<file path="config.mk">
export PLATFORM = sky130hd
export DESIGN_NAME = ard_read_cmd_status
export DESIGN_NICKNAME = d
export VERILOG_FILES = /design/src/pkg/ard_pkg.sv /design/src/verilog/ard_read_cmd_status.sv
export SDC_FILE = /design/constraint.sdc
export NUM_CORES = 1
export LEC_CHECK = 0
export ABC_AREA = 1
export BUFFER_PORTS_ARGS = -buffer_cell sky130_fd_sc_hd__buf_4
export CAP_MARGIN = 20
export CORE_MARGIN = 4
export CORE_UTILIZATION = 45
export DETAILED_ROUTE_END_ITERATION = 10
export PLACE_DENSITY_LB_ADDON = 0.3
export RECOVER_POWER = 100
export SLEW_MARGIN = 0
export SYNTH_ARGS = -nofsm -noshare
export SYNTH_HDL_FRONTEND = slang
export SYNTH_SLANG_ARGS = --single-unit
export TNS_END_PERCENT = 30
</file>
<file path="constraint.sdc">
create_clock -name aclk -period 2.5 [get_ports aclk]
set_input_delay 0.25 -clock aclk [delete_from_list [all_inputs] [get_ports aclk]]
set_output_delay 0.25 -clock aclk [all_outputs]
set_load 0.02 [all_outputs]
</file>
<file path="src/pkg/ard_pkg.sv">
// Package for the device-side task-file block of two read commands.
// Assumes one 125 MHz clock, an AXI4-Lite master on the register side and a
// media back end on the same clock that reports progress and errors.
//
// Functional notes
// - clean queued completion: BSY0 DRDY1 DF0 DRQ0 ERR0
// - completion SERV shows another queued command ready
// - tag field returns tag, 00h without queuing
// - count register returns REL0, IO1, CD1
// - HOB selects current or previous register value
// - abort if unsupported or overlap disabled
// - abort queued read on invalid tag
// - unrecoverable error loads address, aborts queue
// - failing address split by HOB across bytes
// - ICRC set on Ultra DMA CRC error
// - UNC for uncorrectable data, NM without media
// - MC on media change, then clear pending
// - IDNF for missing or out-of-range address
// - MCR sticky until media query or access
// - ABRT for unsupported, UDMA error, range
// - error status: BSY0 DRQ0 DRDY1, DF, ERR
// - device-select bit always shows selected device
// - device may release bus or transfer directly
// - code C4h is multiple read, packet-prohibited
// - multiple read count 00h means 256 sectors
// - 28-bit address from bytes, LBA bit 6
// - service request sets SERV, nothing else changes
package ard_pkg;

   // ----------------------------------------------------------------------
   // register byte offsets
   // ----------------------------------------------------------------------
   localparam logic [7:0] OFS_ERROR = 8'h00;
   localparam logic [7:0] OFS_COUNT = 8'h04;
   localparam logic [7:0] OFS_LOW = 8'h08;
   localparam logic [7:0] OFS_MID = 8'h0C;
   localparam logic [7:0] OFS_HIGH = 8'h10;
   localparam logic [7:0] OFS_DEVICE = 8'h14;
   localparam logic [7:0] OFS_STATUS = 8'h18;
   localparam logic [7:0] OFS_FEATURE = 8'h1C;
   localparam logic [7:0] OFS_COMMAND = 8'h20;
   localparam logic [7:0] OFS_DEVCTL = 8'h24;
   localparam logic [7:0] OFS_CONFIG = 8'h28;
   localparam logic [7:0] OFS_MAXTAG = 8'h2C;

   // ----------------------------------------------------------------------
   // shadowed register slots, field positions, codes and reset values
   // ----------------------------------------------------------------------
   localparam int SH_FEAT = 0;
   localparam int SH_COUNT = 1;
   localparam int SH_LOW = 2;
   localparam int SH_MID = 3;
   localparam int SH_HIGH = 4;
   localparam int ST_BSY = 7;
   localparam int ST_DRDY = 6;
   localparam int ST_DF = 5;
   localparam int ST_SERV = 4;
   localparam int ST_DRQ = 3;
   localparam int ST_ERR = 0;
   localparam int ER_ICRC = 7;
   localparam int ER_UNC = 6;
   localparam int ER_MC = 5;
   localparam int ER_IDNF = 4;
   localparam int ER_MCR = 3;
   localparam int ER_ABRT = 2;
   localparam int ER_NM = 1;
   localparam int DV_LBA = 6;
   localparam int DC_HOB = 7;
   localparam int CF_QUEUE = 0;
   localparam int CF_OVERLAP = 1;
   localparam int CF_PACKET = 2;
   localparam int CF_REMOVABLE = 3;
   localparam int CF_RELEASE = 4;
   localparam int CF_RANGE_ABORT = 5;
   localparam logic [7:0] CMD_QUEUED_READ = 8'h26;
   localparam logic [7:0] CMD_READ_MULTIPLE = 8'hC4;
   localparam logic [7:0] RST_STATUS = 8'h40;
   localparam logic [7:0] RST_CONFIG = 8'h03;
   localparam logic [4:0] RST_MAXTAG = 5'h1F;
   localparam logic [16:0] CNT_FULL_EXT = 17'h10000;
   localparam logic [16:0] CNT_FULL_MULT = 17'h00100;
   localparam logic [1:0] RESP_OKAY = 2'h0;
   localparam logic [1:0] RESP_DECERR = 2'h3;

   typedef enum logic [4:0] {
      ST_IDLE = 5'h01,
      ST_EXEC = 5'h02,
      ST_RELEASED = 5'h04,
      ST_XFER = 5'h08,
      ST_PIO = 5'h10
   } ard_state_e;

   typedef struct packed {
      logic awvalid;
      logic [7:0] awaddr;
      logic wvalid;
      logic [31:0] wdata;
      logic [3:0] wstrb;
      logic bready;
      logic arvalid;
      logic [7:0] araddr;
      logic rready;
   } ard_axil_req_s;

   typedef struct packed {
      logic awready;
      logic wready;
      logic bvalid;
      logic [1:0] bresp;
      logic arready;
      logic rvalid;
      logic [31:0] rdata;
      logic [1:0] rresp;
   } ard_axil_rsp_s;

   // back-end report, same clock domain
   typedef struct packed {
      logic data_ready;
      logic xfer_done;
      logic other_ready;
      logic udma;
      logic err_unc;
      logic err_crc;
      logic err_idnf;
      logic err_range;
      logic err_fault;
      logic err_abort;
      logic media_changed;
      logic media_change_req;
      logic no_media;
      logic [47:0] fail_lba;
   } ard_backend_s;

   // command issued to the back end
   typedef struct packed {
      logic start;
      logic queued;
      logic [4:0] tag;
      logic [47:0] lba;
      logic [16:0] count;
      logic bus_released;
      logic queue_abort;
   } ard_cmd_s;

endpackage

</file>
<file path="src/verilog/ard_read_cmd_status.sv">
// Task-file logic for the queued 48-bit DMA read and the multiple-sector read.
// Assumes the AXI4-Lite master and the back end both run on aclk, so neither
// needs a synchroniser; back-end pulses are single-cycle.
module ard_read_cmd_status
   import ard_pkg::*;
#(
   parameter logic [7:0] MEDIA_QUERY_CODE = 8'hFF
) (
   input wire logic aclk,
   input wire logic aresetn,
   input wire ard_axil_req_s axi_req,
   output ard_axil_rsp_s axi_rsp,
   input wire ard_backend_s backend,
   output ard_cmd_s cmd
);

   // ----------------------------------------------------------------------
   // state of the block
   // ----------------------------------------------------------------------
   typedef struct packed {
      ard_state_e state;
      logic [4:0][7:0] cur;
      logic [4:0][7:0] prev;
      logic [7:0] dev;
      logic [7:0] devctl;
      logic [7:0] cfg;
      logic [4:0] maxtag;
      logic [7:0] error;
      logic [7:0] status;
      logic [4:0] tag;
      logic mc_pend;
      logic mcr_pend;
      logic aw_held;
      logic [7:0] awaddr;
      logic w_held;
      logic [7:0] wdata;
      logic wstrb0;
      logic awready;
      logic wready;
      logic bvalid;
      logic [1:0] bresp;
      logic arready;
      logic rvalid;
      logic [31:0] rdata;
      logic [1:0] rresp;
      ard_cmd_s cmd;
   } ard_regs_s;

   ard_regs_s r;
   ard_regs_s next_r;
   logic wr_go;
   logic cmd_wr;
   logic any_err;
   logic tag_on;
   logic [4:0] tag_field;
   logic [7:0] err_v;
   logic [15:0] ext_count;

   // ----------------------------------------------------------------------
   // helpers
   // ----------------------------------------------------------------------

   // true for every address that holds a register
   function automatic logic is_mapped(input logic [7:0] a);
      case (a)
         OFS_ERROR, OFS_COUNT, OFS_LOW, OFS_MID, OFS_HIGH, OFS_DEVICE, OFS_STATUS,
         OFS_FEATURE, OFS_COMMAND, OFS_DEVCTL, OFS_CONFIG, OFS_MAXTAG: is_mapped = 1'b1;
         default: is_mapped = 1'b0;
      endcase
   endfunction

   // read view of one register; write-only registers read as zero
   function automatic logic [7:0] rd_byte(input ard_regs_s s, input logic [7:0] a);
      logic hob;
      hob = s.devctl[DC_HOB];
      case (a)
         OFS_ERROR: rd_byte = s.error;
         OFS_COUNT: rd_byte = hob ? s.prev[SH_COUNT] : s.cur[SH_COUNT];
         OFS_LOW: rd_byte = hob ? s.prev[SH_LOW] : s.cur[SH_LOW];
         OFS_MID: rd_byte = hob ? s.prev[SH_MID] : s.cur[SH_MID];
         OFS_HIGH: rd_byte = hob ? s.prev[SH_HIGH] : s.cur[SH_HIGH];
         OFS_DEVICE: rd_byte = s.dev;
         OFS_STATUS: rd_byte = s.status;
         OFS_DEVCTL: rd_byte = s.devctl;
         OFS_CONFIG: rd_byte = s.cfg;
         OFS_MAXTAG: rd_byte = {3'h0, s.maxtag};
         default: rd_byte = 8'h00;
      endcase
   endfunction

   // error outputs; the device bit keeps its value, only the nibble moves
   function automatic ard_regs_s finish_err(input ard_regs_s s, input logic [7:0] e,
                                            input logic fault, input logic load,
                                            input logic [47:0] lba, input logic [4:0] tf);
      ard_regs_s o;
      o = s;
      o.error = e;
      o.status = 8'h00;
      o.status[ST_DRDY] = 1'b1;
      o.status[ST_DF] = fault;
      o.status[ST_ERR] = (e != 8'h00);
      // first failing sector into the address bytes
      if (load) begin
         // low bytes current, high bytes previous
         o.cur[SH_LOW] = lba[7:0];
         o.cur[SH_MID] = lba[15:8];
         o.cur[SH_HIGH] = lba[23:16];
         o.prev[SH_LOW] = lba[31:24];
         o.prev[SH_MID] = lba[39:32];
         o.prev[SH_HIGH] = lba[47:40];
         if (!s.cmd.queued) begin
            o.dev[3:0] = lba[27:24];
         end
      end
      // count register as REL0 IO1 CD1, left alone when ending a multiple read (ST_PIO)
      if (s.state != ST_PIO) begin
         o.cur[SH_COUNT] = {tf, 3'h3};
      end
      o.state = ST_IDLE;
      o.cmd.bus_released = 1'b0;
      o.cmd.queue_abort = s.cmd.queued && (s.state != ST_IDLE);
      finish_err = o;
   endfunction

   // ----------------------------------------------------------------------
   // next-state logic
   // ----------------------------------------------------------------------

   // tag reads 00h unless queuing and overlap are both on
   assign tag_on = r.cfg[CF_QUEUE] && r.cfg[CF_OVERLAP];
   assign tag_field = tag_on ? r.tag : 5'h00;
   assign ext_count = {r.prev[SH_FEAT], r.cur[SH_FEAT]};

   // one pass: bus channels, command decode, back-end progress, sticky events
   always_comb begin
      next_r = r;
      next_r.cmd.start = 1'b0;
      next_r.cmd.queue_abort = 1'b0;
      cmd_wr = 1'b0;
      any_err = 1'b0;
      err_v = 8'h00;

      // address and data are taken independently, in either order
      if (r.awready && axi_req.awvalid) begin
         next_r.aw_held = 1'b1;
         next_r.awaddr = axi_req.awaddr;
      end
      if (r.wready && axi_req.wvalid) begin
         next_r.w_held = 1'b1;
         next_r.wdata = axi_req.wdata[7:0];
         next_r.wstrb0 = axi_req.wstrb[0];
      end
      if (r.bvalid && axi_req.bready) begin
         next_r.bvalid = 1'b0;
      end
      wr_go = r.aw_held && r.w_held && !r.bvalid;

      // register write; only byte lane 0 carries data
      if (wr_go) begin
         next_r.aw_held = 1'b0;
         next_r.w_held = 1'b0;
         next_r.bvalid = 1'b1;
         next_r.bresp = is_mapped(r.awaddr) ? RESP_OKAY : RESP_DECERR;
         if (r.wstrb0) begin
            case (r.awaddr)
               OFS_FEATURE: begin
                  next_r.prev[SH_FEAT] = r.cur[SH_FEAT];
                  next_r.cur[SH_FEAT] = r.wdata;
               end
               OFS_COUNT: begin
                  next_r.prev[SH_COUNT] = r.cur[SH_COUNT];
                  next_r.cur[SH_COUNT] = r.wdata;
               end
               OFS_LOW: begin
                  next_r.prev[SH_LOW] = r.cur[SH_LOW];
                  next_r.cur[SH_LOW] = r.wdata;
               end
               OFS_MID: begin
                  next_r.prev[SH_MID] = r.cur[SH_MID];
                  next_r.cur[SH_MID] = r.wdata;
               end
               OFS_HIGH: begin
                  next_r.prev[SH_HIGH] = r.cur[SH_HIGH];
                  next_r.cur[SH_HIGH] = r.wdata;
               end
               // only the host moves the select bit
               OFS_DEVICE: next_r.dev = r.wdata;
               OFS_DEVCTL: next_r.devctl = r.wdata;
               OFS_CONFIG: next_r.cfg = r.wdata;
               OFS_MAXTAG: next_r.maxtag = r.wdata[4:0];
               OFS_COMMAND: cmd_wr = 1'b1;
               default: ;
            endcase
         end
      end

      // register read, answered the cycle after the address is taken
      if (r.rvalid && axi_req.rready) begin
         next_r.rvalid = 1'b0;
      end
      if (r.arready && axi_req.arvalid) begin
         next_r.rvalid = 1'b1;
         next_r.rdata = {24'h000000, rd_byte(r, axi_req.araddr)};
         next_r.rresp = is_mapped(axi_req.araddr) ? RESP_OKAY : RESP_DECERR;
      end

      // a command written while busy or transferring is dropped; DRDY stays set, so the host must wait for ST_IDLE
      if (cmd_wr && (r.state == ST_IDLE) && !r.status[ST_BSY]) begin
         if ((r.wdata == CMD_QUEUED_READ) || (r.wdata == CMD_READ_MULTIPLE) ||
             (r.wdata == MEDIA_QUERY_CODE)) begin
            // media access or query clears the change request
            next_r.mcr_pend = 1'b0;
         end
         next_r.cmd.queued = (r.wdata == CMD_QUEUED_READ);
         err_v[ER_MCR] = r.mcr_pend && r.cfg[CF_REMOVABLE];
         err_v[ER_MC] = r.mc_pend && r.cfg[CF_REMOVABLE];
         err_v[ER_NM] = backend.no_media && r.cfg[CF_REMOVABLE];
         case (r.wdata)
            CMD_QUEUED_READ: begin
               next_r.tag = r.cur[SH_COUNT][7:3];
               if (!tag_on) begin
                  next_r = finish_err(next_r, 8'h04, 1'b0, 1'b0, 48'h0, 5'h00);
               end else if (r.cur[SH_COUNT][7:3] > r.maxtag) begin
                  next_r = finish_err(next_r, 8'h04, 1'b0, 1'b0, 48'h0,
                                      r.cur[SH_COUNT][7:3]);
               end else if (err_v[ER_MC] || err_v[ER_NM]) begin
                  // media changed or absent; change reported, pending state dropped
                  next_r.mc_pend = 1'b0;
                  next_r = finish_err(next_r, err_v, 1'b0, 1'b0, 48'h0,
                                      r.cur[SH_COUNT][7:3]);
               end else begin
                  next_r.state = ST_EXEC;
                  next_r.status = 8'h00;
                  next_r.status[ST_BSY] = 1'b1;
                  next_r.status[ST_DRDY] = 1'b1;
                  next_r.error = 8'h00;
                  next_r.cmd.start = 1'b1;
                  next_r.cmd.tag = r.cur[SH_COUNT][7:3];
                  next_r.cmd.lba = {r.prev[SH_HIGH], r.prev[SH_MID], r.prev[SH_LOW],
                                    r.cur[SH_HIGH], r.cur[SH_MID], r.cur[SH_LOW]};
                  next_r.cmd.count = (ext_count == 16'h0000) ? CNT_FULL_EXT :
                                                               {1'b0, ext_count};
               end
            end
            CMD_READ_MULTIPLE: begin
               // refused where the packet feature set is present
               if (r.cfg[CF_PACKET] || !r.dev[DV_LBA]) begin
                  next_r = finish_err(next_r, 8'h04, 1'b0, 1'b0, 48'h0, 5'h00);
               end else if (err_v[ER_MC] || err_v[ER_NM]) begin
                  next_r.mc_pend = 1'b0;
                  next_r = finish_err(next_r, err_v, 1'b0, 1'b0, 48'h0, 5'h00);
               end else begin
                  next_r.state = ST_PIO;
                  next_r.status = 8'h00;
                  next_r.status[ST_BSY] = 1'b1;
                  next_r.status[ST_DRDY] = 1'b1;
                  next_r.error = 8'h00;
                  next_r.cmd.start = 1'b1;
                  next_r.cmd.tag = 5'h00;
                  next_r.cmd.lba = {20'h00000, r.dev[3:0], r.cur[SH_HIGH], r.cur[SH_MID],
                                    r.cur[SH_LOW]};
                  next_r.cmd.count = (r.cur[SH_COUNT] == 8'h00) ? CNT_FULL_MULT :
                                                                {9'h000, r.cur[SH_COUNT]};
               end
            end
            MEDIA_QUERY_CODE: ;
            default: begin
               next_r = finish_err(next_r, 8'h04, 1'b0, 1'b0, 48'h0, 5'h00);
            end
         endcase
      end

      // back-end progress while a command is running
      any_err = backend.err_unc || backend.err_crc || backend.err_idnf ||
                backend.err_range || backend.err_fault || backend.err_abort;
      if (r.state != ST_IDLE) begin
         if (any_err) begin
            err_v = 8'h00;
            // ICRC only means something in Ultra DMA
            err_v[ER_ICRC] = backend.err_crc && backend.udma;
            err_v[ER_UNC] = backend.err_unc;
            // range fault reported as IDNF unless configured to abort
            err_v[ER_IDNF] = backend.err_idnf ||
                             (backend.err_range && !r.cfg[CF_RANGE_ABORT]);
            // back-end aborts, UDMA errors and aborted range requests
            err_v[ER_ABRT] = backend.err_abort || (backend.err_crc && backend.udma) ||
                             (backend.err_range && r.cfg[CF_RANGE_ABORT]);
            err_v[ER_MCR] = r.mcr_pend && r.cfg[CF_REMOVABLE];
            next_r = finish_err(next_r, err_v, backend.err_fault, 1'b1,
                                backend.fail_lba, tag_field);
         end else begin
            case (r.state)
               ST_EXEC: begin
                  if (backend.data_ready) begin
                     next_r.state = ST_XFER;
                     next_r.status[ST_BSY] = 1'b0;
                     next_r.cur[SH_COUNT] = {tag_field, 3'h2};
                  end else if (r.cfg[CF_RELEASE]) begin
                     // release the bus until data is ready
                     next_r.state = ST_RELEASED;
                     next_r.status[ST_BSY] = 1'b0;
                     next_r.status[ST_SERV] = backend.other_ready;
                     next_r.cur[SH_COUNT] = {tag_field, 3'h6};
                     next_r.cmd.bus_released = 1'b1;
                  end
               end
               ST_RELEASED: begin
                  if (backend.data_ready) begin
                     next_r.status[ST_SERV] = 1'b1;
                     next_r.state = ST_XFER;
                     next_r.cmd.bus_released = 1'b0;
                  end
               end
               ST_XFER: begin
                  if (backend.xfer_done) begin
                     next_r.status = 8'h00;
                     next_r.status[ST_DRDY] = 1'b1;
                     next_r.status[ST_SERV] = backend.other_ready;
                     next_r.cur[SH_COUNT] = {tag_field, 3'h3};
                     next_r.error = 8'h00;
                     next_r.state = ST_IDLE;
                  end
               end
               ST_PIO: begin
                  if (backend.xfer_done) begin
                     next_r.status = 8'h00;
                     next_r.status[ST_DRDY] = 1'b1;
                     next_r.state = ST_IDLE;
                  end
               end
               default: next_r.state = ST_IDLE;
            endcase
         end
      end

      // change event latched, a new event beats the clear
      if (backend.media_changed) begin
         next_r.mc_pend = 1'b1;
      end
      if (backend.media_change_req) begin
         next_r.mcr_pend = 1'b1;
      end

      // ready flags follow the held words so no second item is taken early
      next_r.awready = !next_r.aw_held && !next_r.bvalid;
      next_r.wready = !next_r.w_held && !next_r.bvalid;
      next_r.arready = !next_r.rvalid;
   end

   // ----------------------------------------------------------------------
   // state register
   // ----------------------------------------------------------------------

   // synchronous reset; ready flags come up low and rise one edge later
   always_ff @(posedge aclk) begin
      if (!aresetn) begin
         r <= '0;
         r.state <= ST_IDLE;
         r.status <= RST_STATUS;
         r.cfg <= RST_CONFIG;
         r.maxtag <= RST_MAXTAG;
      end else begin
         r <= next_r;
      end
   end

   // ----------------------------------------------------------------------
   // outputs, all taken from the state register
   // ----------------------------------------------------------------------
   assign axi_rsp.awready = r.awready;
   assign axi_rsp.wready = r.wready;
   assign axi_rsp.bvalid = r.bvalid;
   assign axi_rsp.bresp = r.bresp;
   assign axi_rsp.arready = r.arready;
   assign axi_rsp.rvalid = r.rvalid;
   assign axi_rsp.rdata = r.rdata;
   assign axi_rsp.rresp = r.rresp;
   assign cmd = r.cmd;

endmodule

</file>
==> impl_summary.log, run 1 <==
[metrics] status: completed
[metrics] DIE HEIGHT: 174 um
[metrics] final-layout setup total negative slack: 0 ps
[metrics] portion of synthesized cell area occupied by the leading cell type: 39.5%
[metrics] multi-input logic area: 5720 um2
[metrics] crit path time final: about 2300 ps
[metrics] number of synthesis warnings: 0
[metrics] final core utilization: 53.6%
[metrics] Logic pwr share: 7.8%
[metrics] post-route clock skew: 19.5 ps
[metrics] internal power: slightly above 0.007 W
[metrics] dpl cell area: 13500 um2
[metrics] GR Util All Layers: 24.3%
[metrics] effective utilization at floorplan: 45.9%
[metrics] final setup violation count: 0
[metrics] worst-case clock buffer depth: 3
[metrics] count of different cell masters after synthesis: 55
[metrics] Reg power frac: 43.5%
[metrics] vias post-DR: between 10000 and 15000
[metrics] clock latency of the later-clocked register in the worst-skew pair: 550 ps
[metrics] violation count after the first detailed-routing iteration: 1075
[metrics] startpoint type of the worst setup path: flop
[metrics] Clock Sinks: 245
[metrics] period utilisation layout: between 90% and 100%
[metrics] leakage power summed over all cells: just under 6 nW
[metrics] hold_sp: backend[10]
[metrics] number of vias per cell: 5.45
[metrics] start-to-end type of the worst setup path: reg -> reg
[metrics] met1 capacity usage during global routing: 33.4%
[metrics] maximum number of pins on one net before global-route repair: 74
[metrics] commonest register cell after synthesis: sky130_fd_sc_hd__dfxtp_1
[metrics] first-pass GRT wire length: 59.9 mm
[metrics] sum of net half-perimeters after detailed placement: ~29 mm
[metrics] count of final max-slew check failures: 0
[metrics] setup slack of the worst register-to-register path: 190 ps
[metrics] instance count after placement with tap cells included: 2080
[metrics] Worst-Margin Slew: 718 ps
[metrics] clock buffers created by TritonCTS: 28
[metrics] vias in the first global route: 11000
[metrics] global-route met3 utilization: 4.00%
[metrics] sequential cell area: slightly below 5000 um2
[metrics] switch share: 24.2%
[metrics] chip width: 174 um
[metrics] end of the worst register-to-register path: cmd[67]
[metrics] Buffers on Ports: 183
[metrics] core footprint: 27000 um2
[metrics] total count of hold-check failures in the final report: 0
[metrics] worst IR drop on VDD: 534 uV
[metrics] post-synthesis instance total: between 1500 and 2000
[metrics] P_sw: about 0.0023 W
[metrics] Row Count: 60
[metrics] required time of the critical path: 2930 ps
[metrics] met2 Usage GRT: 38.9%
[metrics] cell type with the highest aggregate area in the netlist: sky130_fd_sc_hd__dfxtp_1
[metrics] critical path fanouts, max: 14
[metrics] FILL cells: about 2700
[metrics] post-CTS setup repair buffer count: 0
[metrics] worst min-delay path endpoint: r[252]
[metrics] H-tree depth reported by CTS: 1
[metrics] share of cells above drive strength 1: 15.8%
[metrics] number of detailed-routing iterations run before antenna repair: 5
[metrics] clock edge transition at the registers on the reported setup and hold paths: 60 ps
[metrics] Fmax: 434 MHz
[metrics] synth top area cells: sky130_fd_sc_hd__dfxtp_1 40%, sky130_fd_sc_hd__nand2_1 8.2%, sky130_fd_sc_hd__buf_4 7.4%, sky130_fd_sc_hd__nor2_1 6.2%, sky130_fd_sc_hd__o21ai_0 5.3%
[metrics] area grow syn2layout: 16.9%
[metrics] number of diodes: 0
[metrics] GR peak layer: met2
[metrics] mean routed wirelength per cell: 18.1 um
[metrics] post-detailed-routing wire length: 39.2 mm
[metrics] clock tree from TritonCTS: done
[metrics] unrepaired setup endpoints after global routing: no
[metrics] share of synthesized flip-flops with an asynchronous set or reset: 0%
[metrics] Max-Slew Margin vs Limit: 52.2%
[metrics] Final Non-Filler Cells: 2167
[metrics] sequential cell area fraction in the yosys report: 39.5%
[metrics] worst-case reg-to-reg path depth: 11
[metrics] largest stage delay on the critical path: approximately 350 ps
[metrics] GRT Residual Overflow: 0
[metrics] Nets: 1929
[metrics] signal arrival time at the worst endpoint: 2740 ps
[metrics] synthesized flop and latch total: 245
[metrics] Clock power frac: around half
[metrics] endpoint kind of the worst setup timing path: flop
[metrics] weighted congestion reported at the end of routability-driven placement: 0.950
[metrics] clock root buffer: sky130_fd_sc_hd__clkbuf_16
[metrics] reported max-cap violation count: 0
[metrics] startpoint of the lowest-slack register-to-register path: r[269]
[metrics] library cell contributing the largest single delay on the critical path: sky130_fd_sc_hd__dfxtp_1
[metrics] Hold Path Stages: 3
[metrics] number of enable flip-flop cells after synthesis: 0
[metrics] DRC violations left: 0
[metrics] design area: 14500 um2
[metrics] Post-Synthesis Cell Area: around 12000 um2
[metrics] cell area power density: 648 nW/um2
[metrics] crit-path cells: nor2_2 > nand3_4 > nor2_1 > nand3_4 > clkinv_2 > nand2_1 > nor4_2 > nand2_1 > inv_2 > o21ai_0 > o211a_1
[metrics] Ports: 235
[metrics] floorplan die area: slightly above 30000 um2
[metrics] Hold Path Class: in -> reg
[metrics] mean post-synth cell area: 7.39 um2
[metrics] worst hold slack after final layout: 0.0525 ps
[metrics] number of antenna violations at the first check in global routing: 0
[metrics] Final ANT Viol Nets: 0
[placed cells by master, fill, tap and decap left out, types with 15 or more instances in the layout]
cell type,n
sky130_fd_sc_hd__a211oi_1,64
sky130_fd_sc_hd__a21oi_1,118
sky130_fd_sc_hd__a31oi_1,25
sky130_fd_sc_hd__buf_4,132
sky130_fd_sc_hd__clkbuf_1,97
sky130_fd_sc_hd__clkbuf_16,28
sky130_fd_sc_hd__conb_1,24
sky130_fd_sc_hd__dfxtp_1,245
sky130_fd_sc_hd__dlygate4sd3_1,35
sky130_fd_sc_hd__inv_1,125
sky130_fd_sc_hd__inv_2,17
sky130_fd_sc_hd__nand2_1,271
sky130_fd_sc_hd__nand3_1,72
sky130_fd_sc_hd__nand4_1,15
sky130_fd_sc_hd__nor2_1,206
sky130_fd_sc_hd__nor3_1,19
sky130_fd_sc_hd__nor3_2,29
sky130_fd_sc_hd__o211ai_1,16
sky130_fd_sc_hd__o21ai_0,135
sky130_fd_sc_hd__o22ai_1,16
[power groups by stage]
| stage | Clock, W | Combinational [W] | Sequential [W] |
|---|---|---|---|
| floorplan | 0 | 0.000433 | 0.00414 |
| finish | 0.00457 | 0.000729 | 0.00409 |
| global placement | 0 | 0.000677 | 0.00417 |
| detailed placement | 0 | 0.000683 | 0.00417 |
| global route | 0.00478 | 0.000794 | 0.00409 |
| CTS | 0.00462 | 0.000731 | 0.00408 |
[kinds of logic after synthesis]
| family | share of synthesized area [%] |
|---|---|
| buffers and inverters | 14.8 |
| flip-flops | 39.5 |
| adder cells (fa/ha/maj) | 0.504 |
| AO/OA/AOI/OAI | 19.8 |
| other | 0.0302 |
| AND/OR/NAND/NOR | 25.2 |
| multiplexers | 0.0807 |
[worst max path at each step]
| stage | from | end | slack (ps) | cells past startpoint |
|---|---|---|---|---|
| CTS | r[161] | cmd[36] | 220 | 13 |
| global placement | r[161] | cmd[12] | 310 | 13 |
| finish | r[269] | cmd[67] | 190 | 11 |
| floorplan | r[161] | cmd[59] | 550 | 12 |
| detailed placement | r[161] | cmd[12] | 250 | 13 |
| global route | r[269] | r[138] | 10 | 9 |
[worst max-delay path: cells and delay by family (launching register included)]
family	cells	cell delay (ps)
flip-flops	1	350
buffers and inverters	2	310
AO/OA/AOI/OAI	2	250
AND/OR/NAND/NOR	7	1270
[routing by layer]
metal	part of all wire [%]	up-vias
met5	0	-
met1	44	5466
met4	3.3	0
met3	7.9	84
met2	44	481
li1	-	5778
[cell usage after synthesis, types with 25 or more instances]
master                     instances
sky130_fd_sc_hd__nand2_1         271
sky130_fd_sc_hd__nor3_2           33
sky130_fd_sc_hd__a21oi_1         118
sky130_fd_sc_hd__o21ai_0         132
sky130_fd_sc_hd__dfxtp_1         245
sky130_fd_sc_hd__a31oi_1          25
sky130_fd_sc_hd__nor2_1          204
sky130_fd_sc_hd__nand3_1          71
sky130_fd_sc_hd__inv_1           125
sky130_fd_sc_hd__a211oi_1         64
sky130_fd_sc_hd__buf_4           122
sky130_fd_sc_hd__clkbuf_1         58
[timing repair]
action                                 4_1_cts  5_1_grt
endpoints found under the hold margin       34        0
resized for setup                            0        0
hold buffers                                35        0
[state kept, by name, indices dropped and copies added (netlist names)]
name	cells
axi_rsp	15
r	140
cmd	74
ext_count	16
[cell type report]
cell class	count	share of cell area, %
inverters	147	3.85
repair buffers	273	12.7
clock inverters	16	1.80
multi-input cells	1109	39.4
well taps	341	2.94
clock buffers	36	5.39
flip-flops and latches	245	33.8
[metrics by stage]
| step | power, W | worst slack (ps) |
|---|---|---|
| floorplan | 0.00457 | 550 |
| global placement | 0.00485 | 306 |
| detailed placement | 0.00485 | 254 |
| CTS | 0.00944 | 217 |
| global route | 0.00967 | 12.7 |
| finish | 0.00939 | 195 |
(Power assumes the default switching activity.)
==> inputs of run 2 (changes only) <==
--- a/config.mk
+++ b/config.mk
@@ -5,7 +5,6 @@
 export SDC_FILE = /design/constraint.sdc
 export NUM_CORES = 1
 export LEC_CHECK = 0
-export ABC_AREA = 1
 export BUFFER_PORTS_ARGS = -buffer_cell sky130_fd_sc_hd__buf_4
 export CAP_MARGIN = 20
 export CORE_MARGIN = 4
==> run 2 against run 1 <==
  * Cell count decreased by 7.2%
  * Combinational power up 15%
  * Utilization rose by 1.3 points
  * Sequential share of layout area is 0.88 points lower
  * Critical endpoint is now r[211]
  * Largest power group is now registers
  * Highest routed layer unchanged
==> impl_summary.log, run 2 <==
[metrics] largest stage delay on the critical path: 670 ps (+320 ps)
[metrics] weighted congestion reported at the end of routability-driven placement: 1.01 (+6.6%)
[metrics] GRT Residual Overflow: 0 (unchanged)
[metrics] leading cell types by count after synthesis: 263 x sky130_fd_sc_hd__nand2_1, 245 x sky130_fd_sc_hd__dfxtp_1, 124 x sky130_fd_sc_hd__buf_4, 104 x sky130_fd_sc_hd__o21ai_0, 83 x sky130_fd_sc_hd__mux2i_1
[metrics] mean routed wirelength per cell: 19.7 um (+8.8%)
[metrics] number of diodes: 0 (unchanged)
[metrics] portion of synthesized cell area occupied by the leading cell type: 39.3% (-0.27 points)
[metrics] instance count after placement with tap cells included: 1904 (-8.5%)
[metrics] commonest register cell after synthesis: sky130_fd_sc_hd__dfxtp_1
[metrics] GR Util All Layers: 24.6% (+0.34 points)
[metrics] crit path time final: 2380 ps (+75.3 ps)
[metrics] sum of net half-perimeters after detailed placement: 28.3 mm (-0.71%)
[metrics] most common library cell in the layout ignoring fill and taps: sky130_fd_sc_hd__nand2_1
[metrics] Row Count: 60 (unchanged)
[metrics] synth top area cells: sky130_fd_sc_hd__dfxtp_1 39%, sky130_fd_sc_hd__nand2_1 7.9%, sky130_fd_sc_hd__buf_4 7.5%, sky130_fd_sc_hd__mux2i_1 6.6%, sky130_fd_sc_hd__o211a_1 4.2%
[metrics] worst IR drop on VDD: 396 uV (-26%)
[metrics] core footprint: 27100 um2 (+0.28%)
[metrics] dominant cell by count in the synthesized netlist: sky130_fd_sc_hd__nand2_1
[metrics] fraction of the mapped netlist area in adder cells: 0.501% (-0.0035 points)
[metrics] period utilisation layout: 95.2% (+3.0 points)
[metrics] clock tree from TritonCTS: done
[metrics] endpoint kind of the worst setup timing path: flop
[metrics] final setup violation count: 0 (unchanged)
[metrics] post-synthesis instance total: 1476 (-12%)
[metrics] area fraction in compound gates after synthesis: 21.0% (+1.1 points)
[metrics] Ports: 235 (unchanged)
[metrics] cell area power density: 592 nW/um2 (-8.6%)
[metrics] mean post-synth cell area: 8.46 um2 (+14%)
[metrics] library cell contributing the largest single delay on the critical path: sky130_fd_sc_hd__or4_1
[metrics] clock root buffer: sky130_fd_sc_hd__clkbuf_16
[metrics] number of antenna violations at the first check in global routing: 0 (unchanged)
[metrics] Post-Synthesis Cell Area: 12500 um2 (+0.70%)
[metrics] xor/xnor share of the synthesized area: 0.140% (+0.14 points)
[metrics] CP most frequent cell: sky130_fd_sc_hd__nand2_1
[metrics] clock latency of the later-clocked register in the worst-skew pair: 530 ps (-20 ps)
[metrics] number of enable flip-flop cells after synthesis: 0 (unchanged)
[metrics] clock buffers created by TritonCTS: 27 (-3.6%)
[metrics] post-route clock skew: 15.6 ps (-3.87 ps)
[metrics] post-synthesis mux area share: 7.73% (+7.7 points)
[metrics] DRC violations left: 0 (unchanged)
[metrics] first-pass GRT wire length: 61.0 mm (+1.9%)
[metrics] worst-case clock buffer depth: 3 (unchanged)
[metrics] maximum number of pins on one net before global-route repair: 68 (-8.1%)
[metrics] reported max-cap violation count: 0 (unchanged)
[metrics] Buffers on Ports: 183 (unchanged)
[metrics] Nets: 1746 (-9.5%)
[metrics] effective utilization at floorplan: 46.1% (+0.19 points)
[metrics] count of final max-slew check failures: 0 (unchanged)
[metrics] vias in the first global route: 10700 (-2.2%)
[metrics] total count of hold-check failures in the final report: 0 (unchanged)
[metrics] floorplan die area: 30500 um2 (+0.66%)
[metrics] Final Non-Filler Cells: 2010 (-7.2%)
[metrics] worst-case reg-to-reg path depth: 9 (-2)
[metrics] area grow syn2layout: 19.1%
[metrics] leakage power summed over all cells: 6.16 nW (+6.2%)
[metrics] vias post-DR: 11300 (-4.0%)
[metrics] DIE HEIGHT: 175 um (+0.33%)
[metrics] clock edge transition at the registers on the reported setup and hold paths: 60 ps (about the same)
[metrics] count of different cell masters after synthesis: 78 (+42%)
[metrics] share of synthesized cell area in and, or, nand and nor gates: 19.9% (-5.3 points)
[metrics] Hold Path Stages: 3 (unchanged)
[metrics] largest family of logic cells by synthesized area: compound AO/OA/AOI/OAI gates
[metrics] Hold Path Class: in -> reg
[metrics] number of vias per cell: 5.64 (+3.5%)
[metrics] final-layout setup total negative slack: 0 ps (unchanged)
[metrics] post-detailed-routing wire length: 39.5 mm (+0.94%)
[metrics] violation count after the first detailed-routing iteration: 1004 (-6.6%)
[metrics] startpoint of the lowest-slack register-to-register path: r[120]
[metrics] chip width: 175 um (+0.33%)
[metrics] worst min-delay path endpoint: r[129]
[metrics] Max-Slew Margin vs Limit: 38.5% (-14 points)
[metrics] Fmax: 420 MHz (-3.2%)
[metrics] Final ANT Viol Nets: 0 (unchanged)
[metrics] most frequent cells in the layout: 263 x sky130_fd_sc_hd__nand2_1, 245 x sky130_fd_sc_hd__dfxtp_1, 155 x sky130_fd_sc_hd__buf_4
[metrics] critical path fanouts, max: 28 (+14)
[metrics] startpoint type of the worst setup path: primary input
[metrics] number of synthesis warnings: 0 (unchanged)
[metrics] H-tree depth reported by CTS: 1 (unchanged)
[metrics] synthesized flop and latch total: 245 (unchanged)
[metrics] end of the worst register-to-register path: cmd[30]
[metrics] cell type with the highest aggregate area in the netlist: sky130_fd_sc_hd__dfxtp_1
[metrics] number of detailed-routing iterations run before antenna repair: 7 (+2)
[metrics] Worst-Margin Slew: 923 ps (+205 ps)
[metrics] register ranked first by flip-flop count: r
[metrics] hold_sp: axi_req[52]
[metrics] Clock Sinks: 245 (unchanged)
[metrics] status: completed
[metrics] start-to-end type of the worst setup path: in -> reg
[metrics] signal arrival time at the worst endpoint: 2810 ps (+70 ps)
[metrics] required time of the critical path: 2930 ps (about the same)
[metrics] share of cells above drive strength 1: 15.2% (-0.57 points)
[metrics] setup slack of the worst register-to-register path: 150 ps (-40 ps)
[metrics] crit-path cells: dlygate4sd3_1 > clkbuf_1 > or4_1 > nand2_1 > buf_2 > nand2_1 > o211a_1
[metrics] flip-flop count of the largest register, all copies and words added: 140 (unchanged)
[metrics] sequential cell area fraction in the yosys report: 39.3% (-0.27 points)
[metrics] share of synthesized flip-flops with an asynchronous set or reset: 0% (unchanged)
run 2: changes by cell type in the layout (fill, tap and decap cells not counted), sizes merged, moves of 37 or more:
cell / before / now
o211a: 5 / 54
inv: 146 / 16
nor3: 49 / 12
a21boi: 0 / 58
a21oi: 131 / 34
a211oi: 64 / 4
nor2: 217 / 44
mux2i: 1 / 83
run 2: worst max path at each step:
stage                 from      end
2_1_floorplan       r[239]   r[234]
3_3_place_gp        r[161]   cmd[1]
3_5_place_dp        r[160]  cmd[39]
4_1_cts             r[160]   cmd[9]
5_1_grt             r[120]  cmd[39]
6_report       backend[52]   r[211]
run 2: stage by stage:
step                total power, W  hold WS [ps]  setup slack [ps]  area (um2)  utilization, %
floorplan                  0.00469           374               196       12600               -
global placement           0.00500           424               112       13800            50.8
detailed placement         0.00501           428              10.8       13800            50.8
CTS                        0.00886         0.238              23.4       15200            56.0
global route               0.00910          21.2             -5.04       14900            54.9
finish                     0.00881          9.83               120       14900            54.9
run 2: per-layer routing:
layer	global-route usage (%)	part of all wire (%)	routed length, um
met1	32.5	42	16800
met2	41.5	47	18500
met3	3.81	7.2	2840
met4	8.02	3.6	1440
met5	0	0	0
run 2: layout make-up:
type                    instances  area, um2
multi-input cells            1010       6260
repair buffers                323       2360
clock inverters                 7       70.1
inverters                      14       52.6
flip-flops and latches        245       4900
clock buffers                  39        771
fillers                      2555      12200
well taps                     372        465
run 2: repair_timing:
| action | 4_1_cts | 5_1_grt |
|---|---|---|
| hold endpoints to repair | 56 | 0 |
| gates cloned | 0 | 2 |
| hold buffers | 56 | 0 |
| gates resized for setup | 2 | 6 |
| endpoints found under the setup margin | 5 | 82 |
| pin swaps | 0 | 1 |
| buffers inserted | 0 | 2 |
run 2: cell families (layout without fill, tap and decap cells):
| family | count (synthesis) | after routing |
|---|---|---|
| simple gates | 514 | 514 |
| xor+xnor | 2 | 2 |
| compound gates | 370 | 370 |
| mux | 95 | 95 |
| fa+ha+maj | 5 | 5 |
| buf+inv | 244 | 383 |
| other cells | 1 | 24 |
| flops | 245 | 245 |
run 2: worst max-delay path: cells and delay by family:
family	cells	cell delay, ps
compound gates	1	160
simple gates	3	1200
buf+inv	3	1180
run 2: where the power goes:
part / switching, W / internal [W]
registers: 0.000136 / 0.00402
clock network: 0.00158 / 0.00223
logic: 0.000460 / 0.000382
total: 0.00218 / 0.00663
